File: src/rtl/fsbc_pkg.sv
// Purpose: Shared constants and types for the flash suspend/bypass host controller
// Assumes: 16-bit data bus, word addressing, 100 MHz system clock
// Notes: Bus cycle timing counts derive from nanosecond figures below
package fsbc_pkg;
   // Command data words
   localparam logic [15:0] CMD_UNLOCK1 = 16'h00AA;
   localparam logic [15:0] CMD_UNLOCK2 = 16'h0055;
   localparam logic [15:0] CMD_BYP_ENTRY = 16'h0020;
   localparam logic [15:0] CMD_SUSPEND = 16'h00B0;
   localparam logic [15:0] CMD_RESUME = 16'h0030;
   localparam logic [15:0] CMD_BYP_EXIT1 = 16'h0090;
   localparam logic [15:0] CMD_BYP_EXIT2 = 16'h0000;
   localparam logic [15:0] CMD_PROG_SETUP = 16'h00A0;
   localparam logic [15:0] CMD_RESET = 16'h00F0;
   // Word addresses of the unlock cycles
   localparam logic [23:0] ADDR_UNLOCK1 = 24'h000555;
   localparam logic [23:0] ADDR_UNLOCK2 = 24'h0002AA;
   localparam logic [23:0] ADDR_ANY = 24'h000000;
   // Timing
   localparam int CLK_PERIOD_NS = 10;
   localparam int WE_LOW_NS = 35;
   localparam int WE_HIGH_NS = 30;
   localparam int SUSPEND_MAX_US = 15;
   localparam int WE_LOW_CYC = (WE_LOW_NS + CLK_PERIOD_NS - 1) / CLK_PERIOD_NS;
   localparam int WE_HIGH_CYC = (WE_HIGH_NS + CLK_PERIOD_NS - 1) / CLK_PERIOD_NS;
   localparam int SUSPEND_WAIT_CYC = (SUSPEND_MAX_US * 1000 + CLK_PERIOD_NS - 1) / CLK_PERIOD_NS;
   localparam int MAX_ACCEL_PROGS = 10;
   // Host command codes
   localparam logic [2:0] OP_PROGRAM = 3'h0;
   localparam logic [2:0] OP_SUSPEND = 3'h1;
   localparam logic [2:0] OP_RESUME = 3'h2;
   localparam logic [2:0] OP_BYP_ENTER = 3'h3;
   localparam logic [2:0] OP_BYP_EXIT = 3'h4;
   localparam logic [2:0] OP_ABORT_RST = 3'h5;
   localparam logic [2:0] OP_ACCEL_ON = 3'h6;
   localparam logic [2:0] OP_ACCEL_OFF = 3'h7;
   // One bus write cycle
   typedef struct packed {
      logic [23:0] addr;
      logic [15:0] data;
   } fsbc_wr_s;
   // Host request
   typedef struct packed {
      logic [2:0] op;
      logic [23:0] addr;
      logic [15:0] data;
   } fsbc_req_s;
endpackage

File: src/rtl/fsbc_host.sv
// Purpose: Host controller issuing suspend, resume, bypass and accelerate sequences
// Assumes: Flash reports program completion on prog_busy; accel level driven here
// Notes: One request at a time; req_ready low while a sequence is running
// Overview of operation
// (RULE1) After suspend, wait the worst-case halt time before reading status.
// (RULE2) Suspend is one write of 00B0h at a don't-care address.
// (RULE3) While suspended, reads target other sectors only.
// (RULE4) Suspend allowed inside erase suspend; reads avoid both sectors.
// (RULE5) Identification reads allowed during suspend; mode returns to suspended.
// (RULE6) Resume is one write of 0030h at any address.
// (RULE7) After resume, further resumes are not sent; suspend may be sent again.
// (RULE8) Raising the accelerate level puts the device in bypass by itself.
// (RULE9) Buffer abort recovery in bypass uses the full three-cycle reset.
// (RULE10) Accelerate level drops only after the program completes.
// (RULE11) No sector gets accelerated programming more than ten times.
// (RULE12) Sectors are unlocked before accelerate is raised.
// (RULE13) Accelerate level is low outside accelerated programming.
// (RULE14) Program in bypass is two cycles without unlocks.
// (RULE15) In bypass only the permitted commands are sent.
// (RULE16) Bypass exit is 90h then 00h.
// (RULE17) Bypass entry is AAh at 555h, 55h at 2AAh, 20h at 555h.
// (RULE18) Suspend or resume with no program running is refused.
// (RULE19) Writes that start no permitted bypass command are never sent.
`timescale 1ns/1ps
module fsbc_host (
   // Clock and reset
   input wire logic clk_sys,
   input wire logic rstn,
   // Request port
   input wire logic req_valid,
   input wire fsbc_pkg::fsbc_req_s req,
   output logic req_ready,
   output logic req_refused_q,
   // Status from the flash side
   input wire logic prog_busy,
   input wire logic sectors_unlocked,
   // Status to the user
   output logic bypass_q,
   output logic suspended_q,
   output logic [3:0] accel_count_q,
   // Flash pins
   output logic [23:0] flash_addr,
   output logic [15:0] flash_dq_out,
   output logic flash_dq_oe_n,
   output logic flash_ce_n,
   output logic flash_we_n,
   output logic accel_high_q
);
   typedef enum logic [1:0] {
      FSBC_IDLE = 2'b00,
      FSBC_WRITE = 2'b01,
      FSBC_WAIT = 2'b10,
      FSBC_HALT = 2'b11
   } fsbc_st_e;
   fsbc_st_e st_q, st_d;
   fsbc_pkg::fsbc_wr_s seq_q [3];
   fsbc_pkg::fsbc_wr_s seq_d [3];
   logic [1:0] idx_q, idx_d, len_q, len_d;
   logic [15:0] halt_q, halt_d;
   logic bypass_d, susp_d, accel_d, refused_d, halt_after_q, halt_after_d;
   logic [3:0] accel_cnt_d;
   logic wr_start, wr_done;

   // Write pulse generator
   fsbc_wr_cycle u_wr (
      .clk_sys(clk_sys),
      .rstn(rstn),
      .start(wr_start),
      .wr(seq_q[idx_q]),
      .done(wr_done),
      .addr_q(flash_addr),
      .dq_out_q(flash_dq_out),
      .dq_oe_n_q(flash_dq_oe_n),
      .ce_n_q(flash_ce_n),
      .we_n_q(flash_we_n)
   );

   assign req_ready = (st_q == FSBC_IDLE);
   assign wr_start = (st_q == FSBC_WRITE);

   // Sequence selection and mode tracking
   always_comb begin
      st_d = st_q;
      idx_d = idx_q;
      len_d = len_q;
      halt_d = halt_q;
      bypass_d = bypass_q;
      susp_d = suspended_q;
      accel_d = accel_high_q;
      accel_cnt_d = accel_count_q;
      refused_d = 1'b0;
      halt_after_d = halt_after_q;
      for (int i = 0; i < 3; i++) begin
         seq_d[i] = seq_q[i];
      end
      case (st_q)
         FSBC_IDLE: begin
            if (req_valid) begin
               idx_d = 2'd0;
               halt_after_d = 1'b0;
               st_d = FSBC_WRITE;
               case (req.op)
                  fsbc_pkg::OP_PROGRAM: begin
                     if (suspended_q) begin
                        refused_d = 1'b1;
                        st_d = FSBC_IDLE;
                     end else if (bypass_q) begin
                        seq_d[0] = '{fsbc_pkg::ADDR_ANY, fsbc_pkg::CMD_PROG_SETUP}; // RULE14
                        seq_d[1] = '{req.addr, req.data}; // RULE14
                        len_d = 2'd1;
                     end else begin
                        refused_d = 1'b1; // Normal program is outside this block
                        st_d = FSBC_IDLE;
                     end
                  end
                  fsbc_pkg::OP_SUSPEND: begin
                     if (prog_busy && !suspended_q) begin
                        seq_d[0] = '{req.addr, fsbc_pkg::CMD_SUSPEND}; // RULE2
                        len_d = 2'd0;
                        halt_after_d = 1'b1; // RULE1
                        susp_d = 1'b1; // RULE3 RULE4 RULE5
                     end else begin
                        refused_d = 1'b1; // RULE18
                        st_d = FSBC_IDLE;
                     end
                  end
                  fsbc_pkg::OP_RESUME: begin
                     if (suspended_q) begin
                        seq_d[0] = '{req.addr, fsbc_pkg::CMD_RESUME}; // RULE6
                        len_d = 2'd0;
                        susp_d = 1'b0;
                     end else begin
                        refused_d = 1'b1; // RULE7 RULE18
                        st_d = FSBC_IDLE;
                     end
                  end
                  fsbc_pkg::OP_BYP_ENTER: begin
                     if (!bypass_q) begin
                        seq_d[0] = '{fsbc_pkg::ADDR_UNLOCK1, fsbc_pkg::CMD_UNLOCK1}; // RULE17
                        seq_d[1] = '{fsbc_pkg::ADDR_UNLOCK2, fsbc_pkg::CMD_UNLOCK2}; // RULE17
                        seq_d[2] = '{fsbc_pkg::ADDR_UNLOCK1, fsbc_pkg::CMD_BYP_ENTRY}; // RULE17
                        len_d = 2'd2;
                        bypass_d = 1'b1;
                     end else begin
                        refused_d = 1'b1; // RULE19
                        st_d = FSBC_IDLE;
                     end
                  end
                  fsbc_pkg::OP_BYP_EXIT: begin
                     if (bypass_q && !accel_high_q && !prog_busy) begin
                        seq_d[0] = '{fsbc_pkg::ADDR_ANY, fsbc_pkg::CMD_BYP_EXIT1}; // RULE16
                        seq_d[1] = '{fsbc_pkg::ADDR_ANY, fsbc_pkg::CMD_BYP_EXIT2}; // RULE16
                        len_d = 2'd1;
                        bypass_d = 1'b0;
                     end else begin
                        refused_d = 1'b1; // RULE15
                        st_d = FSBC_IDLE;
                     end
                  end
                  fsbc_pkg::OP_ABORT_RST: begin
                     seq_d[0] = '{fsbc_pkg::ADDR_UNLOCK1, fsbc_pkg::CMD_UNLOCK1}; // RULE9
                     seq_d[1] = '{fsbc_pkg::ADDR_UNLOCK2, fsbc_pkg::CMD_UNLOCK2}; // RULE9
                     seq_d[2] = '{fsbc_pkg::ADDR_UNLOCK1, fsbc_pkg::CMD_RESET}; // RULE9
                     len_d = 2'd2;
                  end
                  fsbc_pkg::OP_ACCEL_ON: begin
                     st_d = FSBC_IDLE;
                     if (sectors_unlocked && !accel_high_q && !suspended_q &&
                         accel_count_q < 4'(fsbc_pkg::MAX_ACCEL_PROGS)) begin // RULE11 RULE12
                        accel_d = 1'b1;
                        bypass_d = 1'b1; // RULE8
                        accel_cnt_d = accel_count_q + 4'h1;
                     end else begin
                        refused_d = 1'b1;
                     end
                  end
                  fsbc_pkg::OP_ACCEL_OFF: begin
                     st_d = FSBC_IDLE;
                     if (accel_high_q && !prog_busy) begin
                        accel_d = 1'b0; // RULE10 RULE13
                        bypass_d = 1'b0;
                     end else begin
                        refused_d = 1'b1;
                     end
                  end
                  default: begin
                     refused_d = 1'b1;
                     st_d = FSBC_IDLE;
                  end
               endcase
            end
         end
         FSBC_WRITE: st_d = FSBC_WAIT;
         FSBC_WAIT: begin
            if (wr_done) begin
               if (idx_q != len_q) begin
                  idx_d = idx_q + 2'd1;
                  st_d = FSBC_WRITE;
               end else if (halt_after_q) begin
                  halt_d = 16'(fsbc_pkg::SUSPEND_WAIT_CYC - 1);
                  st_d = FSBC_HALT;
               end else begin
                  st_d = FSBC_IDLE;
               end
            end
         end
         FSBC_HALT: begin
            if (halt_q == 16'h0000) begin
               st_d = FSBC_IDLE; // RULE1
            end else begin
               halt_d = halt_q - 16'h0001;
            end
         end
         default: st_d = FSBC_IDLE;
      endcase
   end

   // Registers
   always_ff @(posedge clk_sys or negedge rstn) begin
      if (!rstn) begin
         st_q <= FSBC_IDLE;
         idx_q <= 2'd0;
         len_q <= 2'd0;
         halt_q <= 16'h0000;
         bypass_q <= 1'b0;
         suspended_q <= 1'b0;
         accel_high_q <= 1'b0;
         accel_count_q <= 4'h0;
         req_refused_q <= 1'b0;
         halt_after_q <= 1'b0;
         for (int i = 0; i < 3; i++) begin
            seq_q[i] <= '0;
         end
      end else begin
         st_q <= st_d;
         idx_q <= idx_d;
         len_q <= len_d;
         halt_q <= halt_d;
         bypass_q <= bypass_d;
         suspended_q <= susp_d;
         accel_high_q <= accel_d;
         accel_count_q <= accel_cnt_d;
         req_refused_q <= refused_d;
         halt_after_q <= halt_after_d;
         for (int i = 0; i < 3; i++) begin
            seq_q[i] <= seq_d[i];
         end
      end
   end

   // Suspend is only taken while programming runs
   suspend_when_busy_a: assert property (@(posedge clk_sys) disable iff (!rstn) // RULE18
      $rose(suspended_q) |-> $past(prog_busy)) else $error("suspend with no program");
   // Resume word reaches the pins right after the suspended flag drops
   resume_from_susp_a: assert property (@(posedge clk_sys) disable iff (!rstn) // RULE6 RULE7
      $fell(suspended_q) |-> ##1 (!flash_ce_n && flash_dq_out == fsbc_pkg::CMD_RESUME))
      else $error("bad resume");
   // Accelerate rises only with unlocked sectors and enters bypass
   accel_rise_a: assert property (@(posedge clk_sys) disable iff (!rstn) // RULE8
      $rose(accel_high_q) |-> bypass_q && $past(sectors_unlocked)) else $error("bad accel rise");
   // Accelerate never drops during programming
   accel_fall_a: assert property (@(posedge clk_sys) disable iff (!rstn) // RULE10
      $fell(accel_high_q) |-> !$past(prog_busy) && !bypass_q) else $error("accel dropped early");
   // Accelerate use count bounded
   accel_limit_a: assert property (@(posedge clk_sys) disable iff (!rstn) // RULE11
      accel_count_q <= 4'(fsbc_pkg::MAX_ACCEL_PROGS)) else $error("accel over limit");
   // Suspend write followed by halt wait before next request
   suspend_halt_a: assert property (@(posedge clk_sys) disable iff (!rstn) // RULE1
      (st_q == FSBC_WAIT && wr_done && halt_after_q) |=> !req_ready [*8])
      else $error("suspend wait skipped");
   // Bypass exit drops the bypass flag only with accel low
   bypass_exit_a: assert property (@(posedge clk_sys) disable iff (!rstn) // RULE16
      $fell(bypass_q) |-> !accel_high_q) else $error("bypass left under accel");
   // Write cycles not sent while idle
   no_stray_write_a: assert property (@(posedge clk_sys) disable iff (!rstn) // RULE19
      (st_q == FSBC_IDLE) |-> ##1 flash_we_n) else $error("stray write");
   // First entry cycle puts the first unlock word on the pins
   entry_first_a: assert property (@(posedge clk_sys) disable iff (!rstn) // RULE17
      $rose(bypass_q) && !accel_high_q |-> ##1 (flash_addr == fsbc_pkg::ADDR_UNLOCK1 &&
      flash_dq_out == fsbc_pkg::CMD_UNLOCK1)) else $error("bad entry sequence");
endmodule // fsbc_host

File: src/rtl/fsbc_wr_cycle.sv
// Purpose: Drives one asynchronous write pulse on the flash bus
// Assumes: Chip select, address and data held stable for the whole cycle
// Notes: Busy from start until the high time after the pulse has passed
`timescale 1ns/1ps
module fsbc_wr_cycle (
   // Clock and reset
   input wire logic clk_sys,
   input wire logic rstn,
   // Request
   input wire logic start,
   input wire fsbc_pkg::fsbc_wr_s wr,
   output logic done,
   // Flash pins
   output logic [23:0] addr_q,
   output logic [15:0] dq_out_q,
   output logic dq_oe_n_q,
   output logic ce_n_q,
   output logic we_n_q
);
   typedef enum logic [1:0] {
      FSBC_W_IDLE = 2'b00,
      FSBC_W_LOW = 2'b01,
      FSBC_W_HIGH = 2'b10
   } fsbc_w_e;
   fsbc_w_e st_q, st_d;
   logic [7:0] cnt_q, cnt_d;
   logic [23:0] addr_d;
   logic [15:0] dq_d;
   logic oe_d, ce_d, we_d, done_d;

   // Next state of the write pulse
   always_comb begin
      st_d = st_q;
      cnt_d = cnt_q;
      addr_d = addr_q;
      dq_d = dq_out_q;
      oe_d = dq_oe_n_q;
      ce_d = ce_n_q;
      we_d = we_n_q;
      done_d = 1'b0;
      case (st_q)
         FSBC_W_IDLE: begin
            if (start) begin
               addr_d = wr.addr;
               dq_d = wr.data;
               oe_d = 1'b0;
               ce_d = 1'b0;
               we_d = 1'b0;
               cnt_d = 8'(fsbc_pkg::WE_LOW_CYC - 1);
               st_d = FSBC_W_LOW;
            end
         end
         FSBC_W_LOW: begin
            if (cnt_q == 8'h00) begin
               we_d = 1'b1; // Rising edge latches the data
               cnt_d = 8'(fsbc_pkg::WE_HIGH_CYC - 1);
               st_d = FSBC_W_HIGH;
            end else begin
               cnt_d = cnt_q - 8'h01;
            end
         end
         FSBC_W_HIGH: begin
            if (cnt_q == 8'h00) begin
               ce_d = 1'b1;
               oe_d = 1'b1;
               done_d = 1'b1;
               st_d = FSBC_W_IDLE;
            end else begin
               cnt_d = cnt_q - 8'h01;
            end
         end
         default: st_d = FSBC_W_IDLE;
      endcase
   end

   // Registers
   always_ff @(posedge clk_sys or negedge rstn) begin
      if (!rstn) begin
         st_q <= FSBC_W_IDLE;
         cnt_q <= 8'h00;
         addr_q <= 24'h000000;
         dq_out_q <= 16'h0000;
         dq_oe_n_q <= 1'b1;
         ce_n_q <= 1'b1;
         we_n_q <= 1'b1;
         done <= 1'b0;
      end else begin
         st_q <= st_d;
         cnt_q <= cnt_d;
         addr_q <= addr_d;
         dq_out_q <= dq_d;
         dq_oe_n_q <= oe_d;
         ce_n_q <= ce_d;
         we_n_q <= we_d;
         done <= done_d;
      end
   end

   // Write enable only pulses with chip select low
   we_under_ce_a: assert property (@(posedge clk_sys) disable iff (!rstn) // RULE19
      !we_n_q |-> !ce_n_q) else $error("write pulse without chip select");
endmodule // fsbc_wr_cycle

File: config.mk
export PLATFORM = sky130hd
export DESIGN_NAME = fsbc_host
export DESIGN_NICKNAME = d
export VERILOG_FILES = /design/src/rtl/fsbc_pkg.sv /design/src/rtl/fsbc_host.sv /design/src/rtl/fsbc_wr_cycle.sv
export SDC_FILE = /design/constraint.sdc
export NUM_CORES = 1
export LEC_CHECK = 0
export BUFFER_PORTS_ARGS = -buffer_cell sky130_fd_sc_hd__buf_2
export CAP_MARGIN = 5
export CORE_MARGIN = 1.5
export CORE_UTILIZATION = 48
export CTS_CLUSTER_SIZE = 10
export DETAILED_ROUTE_END_ITERATION = 10
export PLACE_DENSITY = 0.73
export RECOVER_POWER = 100
export SYNTH_ARGS = -nofsm -noshare
export SYNTH_HDL_FRONTEND = slang
export SYNTH_HIERARCHICAL = 1
export SYNTH_SLANG_ARGS = --single-unit
File: constraint.sdc
create_clock -name clk_sys -period 2.2 [get_ports clk_sys]
set_input_delay 0.33 -clock clk_sys [delete_from_list [all_inputs] [get_ports clk_sys]]
set_output_delay 0.33 -clock clk_sys [all_outputs]
set_load 0.01 [all_outputs]
Word-level counts from Yosys, hierarchy flattened:

Index checks and enable logic that the tools add are counted.

* add/subtract/negate cells: 4
* $mul: 0
* div/mod/pow operators: 0
* $lt $le $gt $ge: 2
* equal/unequal tests: 32
* shifts and indexed selects: 0
* muxes and demuxes: 75
* bitwise logic cells: 1
* reductions and logical operators: 43

Operators with widths (count)
* $mux W80: 3
* $pmux W40 S6: 1
* $mux W40: 4
* $pmux W40 S4: 1
* $mux W120: 1
* $bmux W40 S2: 1
* $pmux W40 S2: 1
* $mux W16: 4
* $mux W2: 17
* $pmux W16 S2: 1
* $ne A2 B2 Y1 const B: 15
* $mux W1: 26
* $mux W8: 3
* $pmux W8 S3: 1
* $logic_not A16 Y1: 1
* $reduce_and A4 Y1: 4
* $sub A16 B1 Y16 const B: 1
* $reduce_and A3 Y1: 5
* $reduce_bool A2 Y1: 7
* $eq A3 B3 Y1 const B: 4
* $pmux W2 S6: 1
* $reduce_and A5 Y1: 2
* $reduce_and A9 Y1: 1
* $logic_not A8 Y1: 1
* other kinds (30): 51

* flip-flop bits (word level): 204
* bits in latches: 0
* memory bits (writable): 0
* ROM bits: 0
* input bits: 48
* output and inout port bits: 52
* word-level logic and storage cells: 180
* memories: 0

Longest topological paths before layout:

Gate-level depths: netlist (run 1).

* depth in word-level cells: 8
* mapped depth: 9
* gate-level depth less buffers: 7

Cells and area by module:

Netlist (run 1), hierarchy kept.

Modules (own cells, without submodules)
* fsbc_host: times used 1, cells each 617, area an instance 5398.9 sq um
* fsbc_wr_cycle: times used 1, cells each 171, area an instance 2293.4 sq um

Worst setup path before layout (run 1):

No wires, ideal clock.

* path kind: flip-flop to flip-flop
* start: register, netlist name st_q[1]
* end: register u_wr.cnt_q[3]
* setup time: 0.073 ns
* arrival time: 1.903 ns
* required time: 2.127 ns
* setup slack: 0.224 ns
* cell stages (with the launch flop): 8
* clock period less this slack: 1.976 ns
* path through: dfrtp_1 -> buf_2 -> nor2b_1 -> nand2b_1 -> nand2b_1 -> buf_2 -> or4_2 -> a21oi_2

RTL lines
* end signal: assignment: RTL line fsbc_wr_cycle.sv:89 `cnt_q <= cnt_d;`
* end: declaration: RTL line fsbc_wr_cycle.sv:26 `logic [7:0] cnt_q, cnt_d;`

Worst setup path in the final report (run 1):

* start: register u_wr.cnt_q[0]
* end: register u_wr.cnt_q[1]

* cells in the longest elaborated chain, start to end: 3
* elaborated cells on any way between the ends: 7
* classes of those cells: 1 x add/sub; 1 x eq/ne; 3 x mux; 2 x reduce/logical

RTL lines
* $sub A8 B1 Y8 or $logic_not A8 Y1 (tied branches)
* $mux W8, or another cell as far along: RTL line fsbc_wr_cycle.sv:63 `if (cnt_q == 8'h00) begin`
* $pmux W8 S3 or $reduce_and A3 Y1 (tied branches)

Several ways; a longest one is shown, not always the timed one. The select of a mux whose other input is x is not followed.
A chain may end at the register's enable or synchronous reset.

==> results of run 1 <==
## state kept, by name (all words and copies together) (netlist names), 4 cells and up
| signal | count |
|---|---|
| u_wr/dq_out_q | 16 |
| seq_q | 70 |
| halt_q | 16 |
| accel_count_q | 4 |
| u_wr/addr_q | 24 |
| u_wr/cnt_q | 8 |
## power breakdown
group          switching (mW)  total (mW)  internal [mW]
Sequential              0.764        4.65           3.89
Clock                    1.23        3.04           1.81
Combinational            2.05        3.70           1.65
Total                    4.04        11.4           7.36
## final timing paths
check	slack (ns)	to	startpoint	depth (start not counted)
hold reg to reg	0.47	seq_q[5]	seq_q[5]	1
min in group asynchronous	0.76	req_refused_q	rstn	2
max in group asynchronous	0.51	idx_q[0]	rstn	3
hold / removal	0.14	seq_q[48]	req[8]	3
setup / recovery	0.18	u_wr/cnt_q[1]	u_wr/cnt_q[0]	7
setup reg to reg	0.18	u_wr/cnt_q[1]	u_wr/cnt_q[0]	7
## final cells by class
cell class / count / area share
Timing Repair Buffer: 135 / 0.0780
Tap cell: 216 / 0.0300
Multi-Input combinational cell: 545 / 0.381
Clock inverter: 10 / 0.0143
Sequential cell: 154 / 0.428
Inverter: 36 / 0.0150
Clock buffer: 22 / 0.0537
## synthesized netlist by cell type, types with 3 or more instances
library cell,number
o31ai_1,7
ha_1,8
inv_1,36
nor2_1,49
and2_1,4
buf_4,6
nor3_1,11
o21ai_0,25
or3_1,9
nand2b_1,7
buf_2,18
or4_1,10
nand4_1,20
xnor2_1,3
nand3b_1,3
nand2_1,109
dfrtp_1,152
buf_1,5
a2bb2oi_1,6
mux2i_1,19
nor2b_1,5
a31oi_1,8
o21ai_1,65
and3_1,12
clkbuf_1,22
a21oi_2,5
a21oi_1,40
a21boi_0,3
nand3_1,9
o22ai_1,3
or3_4,3
mux2_2,42
## routing by layer
layer	global-route usage	vias up	wire length [µm]
met5	0	-	26
met4	0.0725	4	349
met3	0.0603	37	848
met2	0.363	139	8740
met1	0.285	3011	7940
li1	-	2992	-
## cells by family after synthesis
| group | count (synthesis) |
|---|---|
| adders and majority gates | 8 |
| DFF | 154 |
| and+or+nand+nor | 279 |
| xor gates and xnor gates | 6 |
| buffers and inverters | 89 |
| AOI/OAI and AO/OA | 191 |
| muxes | 61 |
## through the flow
step	utilization	power, mW	cell area [µm²]
after floorplan	-	7.30	7690
after global placement	0.539	8.44	8500
after detailed placement	0.539	8.55	8500
after CTS	0.579	11.6	9120
after global routing	0.571	12.2	9010
final	0.571	11.4	9010
## worst register-to-register path: stages (launching register included)
cell and delay [ns]:
dfrtp_1 0.41, inv_1 0.07, ha_1 0.17, or4b_4 0.53, nor3_2 0.30, clkbuf_1 0.19, nor2_1 0.07, o22a_1 0.19
## timing repair
item	4_1_cts	5_1_grt
setup endpoints to repair	0	1
hold buffers	1	0
endpoints found under the hold margin	50	0
resized for setup	0	1
==> metrics.yaml, run 1 <==
status:
  status: "complete, no violations"
worst_setup_path:
  cpPeakStageDelay_ns: 0.53
  path_cells: "inv_1 -> ha_1 -> or4b_4 -> nor3_2 -> clkbuf_1 -> nor2_1 -> o22a_1"
  worstPathArrival_ns: 2.33
  critPathKind: "flop to flop"
  critPathBufInv: 2
  cp.required_ns: 2.51
  critical_path.top_delay_family: "simple AND/OR/NAND/NOR gates"
  end_kind: "flop"
  critPathLaunchType: "flop"
  worst_path_max_delay_cell: "or4b_4"
  cp_max_fo: 7
timing:
  setup_viol_count_final: 0
  finClkSkew_ns: 0.0104
  tns_ns: 0
  fmax_ghz: 0.496
  max-slew-margin-rel: 0.0626
  fin_crit_ns: 2.02
  period_share: 0.917
  finalHoldViolCount: 0
  hold_slack_ns: 0.136
  finalMaxSlewViolations: 0
  worstMarginPinSlew_ns: 1.41
  grt_setup_unrepaired: "false"
  fin_ws_ns: 0.183
route:
  drc: 0
  wl_per_cell_um: 16.0
  dr.pass1.iters: 5
  num_vias: 6183
  drtIter0Drc: 385
  viasPerCell: 5.53
  ant_nets: 0
  drt-total-wl_um: 17900
synth:
  ys_top_cells_by_area: "dfrtp_1, mux2_2, nand2_1"
  ys_seq_area_frac: 0.501
  yosys.area_share.adder: 0.0130
  synthArstFlopShare: 1.00
  synth-seq-cells: 154
  synth_area_um2: 7690
  ys.flop_type: "dfrtp_1"
  yosysTopAreaCell: "dfrtp_1"
  synth_compound_area_frac: 0.152
  synth_nets: 844
  ys_types: 76
  synthXorXnorAreaFrac: 0.00878
  muxShareOfSynthArea: 0.0862
  avgSynthCellArea_um2: 9.76
  netlist_instances: 788
  synth_top_family_by_area: "simple AND/OR/NAND/NOR gates"
  ys.warnings.count: 6
  synth_edf_count: 0
  synth_top_area_share: 0.494
  yosys.area_share.simple: 0.188
cells_and_area:
  fillers: 1377
  final_common_cell: "dfrtp_1"
  multi_input_area_um2: 3430
  fin_nets: 945
  regArea_um2: 3860
  n_antenna_cell: 0
  final_cells: 1118
  mostFrequentLayoutCells: "dfrtp_1, nand2_1, o21ai_0"
  drive_above_1_share: 0.200
  area_delta_synth_final_pct: 17.1
cts:
  clkLatencyLatePin_ns: 0.43
  h-tree-depth: 4
  clk_pin_slew_worst_paths_ns: 0.07
  cts_tree: "built"
  cts_buffers: 17
  cts_setup_buffers: 0
  ctsLongestPathBuffers: 2
  cts.sinks: 154
  ctsRootBufferMaster: "clkbuf_16"
global_routing:
  grt_pass1_vias: 5940
  antenna_found_initial: 2
  grt_pass1_wl_um: 29100
  gr-total-overflow: 0
  grtUsageTotal: 0.221
  grt_max_degree: 55
floorplan:
  start_util: 0.488
  ios: 100
  rows: 46
  die-area_um2: 16800
  die-width_um: 130
  core_um2: 15800
  die_h_um: 130
placement:
  dpl.cell_count: 1085
  pre_cts_slack_ns: 0.205
  port_buffers: 99
  place_congestion: 0.817
  dpl.hpwl_um: 12000
hold_path:
  worstHoldPathType: "input port to flop"
power_and_ir_drop:
  p_leak_nw: 4.07
  ir_worst_vdd_mv: 0.783
  power_density_nw_per_um2: 1260
job:
  cap_violations: 0
Note: power is estimated with default switching activity, not from simulation.
==> run 2: changes to the inputs <==
Clock period 2.2 ns to 2 ns, I/O delays scaled along.
==> run 2 against run 1 <==
Compared with the run above: wire length is 0.26% higher; sequential cell count unchanged; count of clock-buffer cells in the layout decreased by 5; register-to-register slack got worse by 0.09 ns; sequential share of layout area fell by 0.65 points; non-clock buffer count rose by 16; largest cell class unchanged; setup slack lost 0.095 ns; worst hold slack lost 0.019 ns; cell count grew 1.3%; first-iteration DRC count down 5.5%; final area grew 1.5%; combinational power up 18%.
==> metrics.yaml, run 2 (synthesis results as in run 1) <==
worst_setup_path:
  r2r_end: "u_wr/cnt_q[4]"
  ff2ff_path_depth: 6  # -1
  end_kind: "flop"
  r2r_slack_ns: 0.09  # -0.09 ns
  critPathLaunchType: "flop"
  worstPathArrival_ns: 2.25  # -0.08 ns
  cp_max_fo: 7  # unchanged
  rr_startpoint: "u_wr/cnt_q[0]"
  cp.required_ns: 2.34  # -0.17 ns
  critPathKind: "flop to flop"
route:
  viasPerCell: 5.49  # -0.81%
  drtIter0Drc: 364  # -5.5%
  dr.pass1.iters: 5  # unchanged
  wl_per_cell_um: 15.8  # -1.1%
  drc: 0  # unchanged
  drt-total-wl_um: 18000  # +0.26%
  ant_nets: 0  # unchanged
  num_vias: 6215  # +0.52%
hold_path:
  hold-path-endpoint: "seq_q[73]"
  worstHoldPathType: "input port to flop"
  hold_depth: 3  # unchanged
  hold_start: "req[33]"
cells_and_area:
  fin_area_um2: 9150  # +1.5%
  final_common_cell: "dfrtp_1"
  reg.largest.list: "seq_q (70), u_wr/addr_q (24)"
  fin_util: 0.580  # +0.00881
  fin_nets: 961  # +1.7%
  n_antenna_cell: 0  # unchanged
  fillers: 1479  # +7.4%
  area_delta_synth_final_pct: 18.9
  drive_above_1_share: 0.214  # +0.0142
  largest_reg_flops: 70  # unchanged
  top_register: "seq_q"
  mostFrequentLayoutCells: "dfrtp_1, nand2_1, o21ai_0"
  final_cells: 1133  # +1.3%
timing:
  tns_ns: 0  # unchanged
  period_share: 0.956  # +0.0392
  worstMarginPinSlew_ns: 0.973  # -0.433 ns
  finalHoldViolCount: 0  # unchanged
  max-slew-margin-rel: 0.351  # +0.288
  finalMaxSlewViolations: 0  # unchanged
  finClkSkew_ns: 0.00811  # -0.00232 ns
  hold_slack_ns: 0.117  # -0.0186 ns
  fin_crit_ns: 1.91  # -0.105 ns
  grt_setup_unrepaired: "true"
  setup_viol_count_final: 0  # unchanged
  fmax_ghz: 0.523  # +5.5%
cts:
  ctsRootBufferMaster: "clkbuf_16"
  cts_buffers: 17  # unchanged
  clk_pin_slew_worst_paths_ns: 0.07  # about the same
  cts_tree: "built"
  h-tree-depth: 4  # unchanged
  ctsLongestPathBuffers: 2  # unchanged
  clkLatencyLatePin_ns: 0.42  # about the same
  cts.sinks: 154  # unchanged
power_and_ir_drop:
  ir_worst_vdd_mv: 0.801  # +2.3%
  p_seq_frac: 0.407  # about the same
  p_leak_nw: 4.15  # +2.0%
  power_density_nw_per_um2: 1370  # +8.4%
  p_sw_frac: 0.362  # +0.00777
  power.internal_mw: 8.00  # +8.7%
  power.switching_mw: 4.54  # +12%
  clkPwrFrac: 0.245  # -0.022
  combPwrFrac: 0.347  # +0.022
status:
  status: "complete, no violations"
global_routing:
  grtUsageTotal: 0.221  # -0.000267
  grt_pass1_vias: 6001  # +1.0%
  gr-total-overflow: 0  # unchanged
  grt_max_degree: 63  # +15%
  antenna_found_initial: 1  # -1
  grt_pass1_wl_um: 29300  # +0.69%
floorplan:
  die-width_um: 130  # unchanged
  ios: 100  # unchanged
  start_util: 0.488  # unchanged
  die-area_um2: 16800  # unchanged
  rows: 46  # unchanged
  core_um2: 15800  # unchanged
  die_h_um: 130  # unchanged
placement:
  dpl.hpwl_um: 12300  # +2.8%
  placed_area_um2: 8680  # +2.1%
  place_congestion: 0.879  # +7.5%
  port_buffers: 99  # unchanged
  dpl.cell_count: 1101  # +1.5%
job:
  cap_violations: 0  # unchanged
-- run 2: area by class of cell --
class,count,area (µm²),area share
clock inverters,14,138,0.0150
repair buffers,151,861,0.0941
well taps,216,270,0.0295
clock buffers,17,425,0.0465
inverters,36,135,0.0148
flip-flops and latches,154,3860,0.422
multi-input cells,545,3460,0.379
-- run 2: critical path: stages (launching register included) --
cell     delay, ns
dfrtp_1       0.38
inv_1         0.06
ha_1          0.15
or4b_4        0.53
or2_0         0.31
a22o_4        0.28
a21oi_1       0.12
-- run 2: worst max path at each step --
stage,end,slack (ns),from,cells after the start
2_1_floorplan,u_wr/cnt_q[3],0.02,st_q[1],7
3_5_place_dp,st_q[1],0.08,halt_q[1],7
3_3_place_gp,u_wr/cnt_q[1],0.16,u_wr/cnt_q[0],7
4_1_cts,st_q[1],0.06,halt_q[1],7
6_report,u_wr/cnt_q[4],0.09,u_wr/cnt_q[0],6
5_1_grt,halt_q[13],-0.03,halt_q[1],8
-- run 2: repair_timing --
| item | 4_1_cts | 5_1_grt |
|---|---|---|
| gates resized for setup | 0 | 5 |
| setup buffers | 0 | 0 |
| hold buffers | 1 | 0 |
| endpoints found under the hold margin | 33 | 0 |
| endpoints found under the setup margin | 0 | 11 |
-- run 2: power groups by stage --
stage / clock network (mW) / registers [mW] / logic, mW
floorplan: 0 / 5.06 / 2.96
global placement: 0 / 5.08 / 4.42
detailed placement: 0 / 5.11 / 4.52
CTS: 3.13 / 5.07 / 4.56
global route: 3.26 / 5.26 / 4.86
finish: 3.08 / 5.11 / 4.36
-- run 2: layer usage --
metal | routed length, µm | global-route usage | share of wire
met1 | 7880 | 0.290 | 0.44
met4 | 341 | 0.0725 | 0.019
met2 | 8780 | 0.363 | 0.49
met3 | 960 | 0.0508 | 0.053
met5 | 0 | 0 | 0
-- run 2: per-stage QoR --
step | total power [mW] | worst slack, ns
after global placement | 9.50 | 0.159
after floorplan | 8.03 | 0.0237
after detailed placement | 9.63 | 0.0760
after global routing | 13.4 | -0.0264
after CTS | 12.8 | 0.0630
final | 12.5 | 0.0876
==> run 3: changes to the inputs <==
Clock period 2 ns to 1.9 ns, I/O delays scaled along.
==> run 3 against run 2 <==
Compared with the run above: the run now ends with setup timing left; fmax fell by 1.9%; cell count is 1.9% higher; register-to-register slack worse by 0.14 ns; worst hold slack worse by 0.017 ns; clock power hardly changed; non-clock buffer count is 21 higher; wire length is 3.2% higher; sequential cell count stayed put; critical path type unchanged; critical endpoint is now st_q[1]; largest cell class unchanged; largest power group unchanged.
==> metrics.yaml, run 3 (synthesis results as in run 1) <==
status:
  status: "finished with violations"
  violations: "setup timing"
timing:
  worstMarginPinSlew_ns: 0.921  # -0.0528 ns
  fin_crit_ns: 1.95  # +0.0378 ns
  finalMaxSlewViolations: 0  # unchanged
  finalHoldViolCount: 0  # unchanged
  fin_ws_ns: -0.0501  # -0.138 ns
  period_share: 1.03  # +0.0702
  grt_setup_unrepaired: "true"
  max-slew-margin-rel: 0.386  # +0.0352
  fmax_ghz: 0.513  # -1.9%
  finClkSkew_ns: 0.0141  # +0.00599 ns
  setup_viol_count_final: 5  # +5
floorplan:
  die-area_um2: 16800  # unchanged
  ios: 100  # unchanged
  die_h_um: 130  # unchanged
  start_util: 0.488  # unchanged
  die-width_um: 130  # unchanged
  rows: 46  # unchanged
  core_um2: 15800  # unchanged
placement:
  place_congestion: 0.854  # -2.7%
  port_buffers: 99  # unchanged
  dpl.cell_count: 1111  # +0.91%
  dpl.hpwl_um: 12500  # +1.2%
cells_and_area:
  largest_reg_flops: 70  # unchanged
  top_register: "seq_q"
  final_common_cell: "dfrtp_1"
  mostFrequentLayoutCells: "dfrtp_1, nand2_1, o21ai_1"
  final_cells: 1154  # +1.9%
  fin_nets: 982  # +2.2%
  reg.largest.list: "seq_q (70), u_wr/addr_q (24)"
  multi_input_area_um2: 3580  # +3.4%
  drive_above_1_share: 0.264  # +0.0507
  regArea_um2: 3860  # +0.13%
  area_delta_synth_final_pct: 22.8
  fillers: 1347  # -8.9%
  fin_util: 0.599  # +0.0188
  n_antenna_cell: 0  # unchanged
worst_setup_path:
  ff2ff_path_depth: 6  # unchanged
  cp_max_fo: 5  # -2
  cp.required_ns: 2.19  # -0.15 ns
  critPathLaunchType: "flop"
  worstPathArrival_ns: 2.24  # about the same
  path_depth: 6  # unchanged
  crit_path_start: "halt_q[5]"
  critical_path.top_delay_family: "simple AND/OR/NAND/NOR gates"
  end_kind: "flop"
  r2r_slack_ns: -0.05  # -0.14 ns
  critPathKind: "flop to flop"
  cpPeakStageDelay_ns: 0.43  # -0.10 ns
  path_cells: "nor4_4 -> buf_4 -> nand4_2 -> buf_6 -> a21o_1 -> or3_1"
  rr_startpoint: "halt_q[5]"
  r2r_end: "st_q[1]"
  critPathBufInv: 2  # +1
  worst_path_max_delay_cell: "dfrtp_2"
global_routing:
  antenna_found_initial: 1  # unchanged
  gr-total-overflow: 0  # unchanged
  grt_pass1_wl_um: 30000  # +2.4%
  grtUsageTotal: 0.227  # +0.00591
  grt_pass1_vias: 6120  # +2.0%
  grt_max_degree: 56  # -11%
cts:
  cts_tree: "built"
  h-tree-depth: 4  # unchanged
  ctsRootBufferMaster: "clkbuf_16"
  clk_pin_slew_worst_paths_ns: 0.06  # about the same
  cts_buffers: 17  # unchanged
  cts.sinks: 154  # unchanged
  clkLatencyLatePin_ns: 0.42  # about the same
  ctsLongestPathBuffers: 2  # unchanged
hold_path:
  worstHoldPathType: "input port to flop"
  hold_start: "req[5]"
  hold_depth: 3  # unchanged
  hold-path-endpoint: "seq_q[45]"
power_and_ir_drop:
  power_density_nw_per_um2: 1440  # +5.0%
  p_leak_nw: 4.28  # +3.2%
  ir_worst_vdd_mv: 0.804  # +0.44%
  p_total_mw: 13.6  # +8.4%
route:
  num_vias: 6317  # +1.6%
  drc: 0  # unchanged
  ant_nets: 0  # unchanged
  dr.pass1.iters: 5  # unchanged
  drtIter0Drc: 363  # -0.27%
  viasPerCell: 5.47  # -0.21%
  drt-total-wl_um: 18500  # +3.2%
  wl_per_cell_um: 16.1  # +1.3%
job:
  cap_violations: 0  # unchanged
==> run 3: changes by cell type in the layout (fill, tap and decap cells not counted), moves of 4 or more <==
| cell | delta |
|---|---|
| inv_6 | -5 |
| o21ai_1 | +51 |
| dfrtp_1 | -4 |
| dfrtp_2 | +4 |
| buf_6 | +4 |
| o21ai_0 | -51 |
| or4_1 | -4 |
| or4_4 | +4 |
| a21oi_1 | -6 |
| a21oi_2 | +5 |
| buf_4 | +26 |
==> run 3: worst max path at each step <==
stage | end | slack [ns]
after floorplan | u_wr/cnt_q[1] | 0.01
after global placement | u_wr/cnt_q[3] | 0.02
after detailed placement | u_wr/cnt_q[3] | -0.04
after CTS | u_wr/cnt_q[3] | -0.02
after global routing | u_wr/cnt_q[3] | -0.11
final | st_q[1] | -0.05
==> run 3: worst min-delay path, delay by kind of cell <==
kind	cells	cell delay (ns)
AND/OR/NAND/NOR	1	0.05
buffers and inverters	1	0.09
AO/OA/AOI/OAI	1	0.05
==> run 3: layer usage <==
layer	vias up	GRT usage	part of all wire
li1	3048	-	-
met1	3066	0.295	0.43
met2	173	0.375	0.50
met3	28	0.0504	0.046
met4	2	0.0791	0.017
met5	-	0	0.00054
==> run 3: area by class of cell <==
cell class	instances	share of cell area
Clock buffer	25	0.0514
Clock inverter	6	0.00437
Inverter	36	0.0143
Multi-Input combinational cell	545	0.379
Sequential cell	154	0.409
Tap cell	216	0.0286
Timing Repair Buffer	172	0.114
==> run 3: what timing repair did <==
| item | 4_1_cts | 5_1_grt |
|---|---|---|
| pin swaps | 1 | 15 |
| cloned | 0 | 1 |
| hold buffers | 1 | 0 |
| setup buffers | 1 | 9 |
| gates resized for setup | 2 | 32 |
| endpoints found under the hold margin | 30 | 0 |
| endpoints found under the setup margin | 7 | 35 |
==> run 3: metrics by stage <==
stage          instance area [µm²]  TNS (ns)  hold slack [ns]  setup slack (ns)
3_3_place_gp                  8770         0            0.209            0.0202
4_1_cts                       9320   -0.0409           0.0848           -0.0213
2_1_floorplan                 7700         0          -0.0106            0.0126
6_report                      9450   -0.0949           0.0998           -0.0501
5_1_grt                       9450     -1.27           0.0952            -0.106
3_5_place_dp                  8770   -0.0743            0.214           -0.0371
==> run 3: where the power goes <==
part / internal, mW / total, mW / switching [mW] / leakage, nW
logic: 2.47 / 5.16 / 2.68 / 2.07
registers: 4.52 / 5.39 / 0.878 / 1.96
clock network: 1.76 / 3.05 / 1.28 / 0.249
total: 8.75 / 13.6 / 4.84 / 4.28
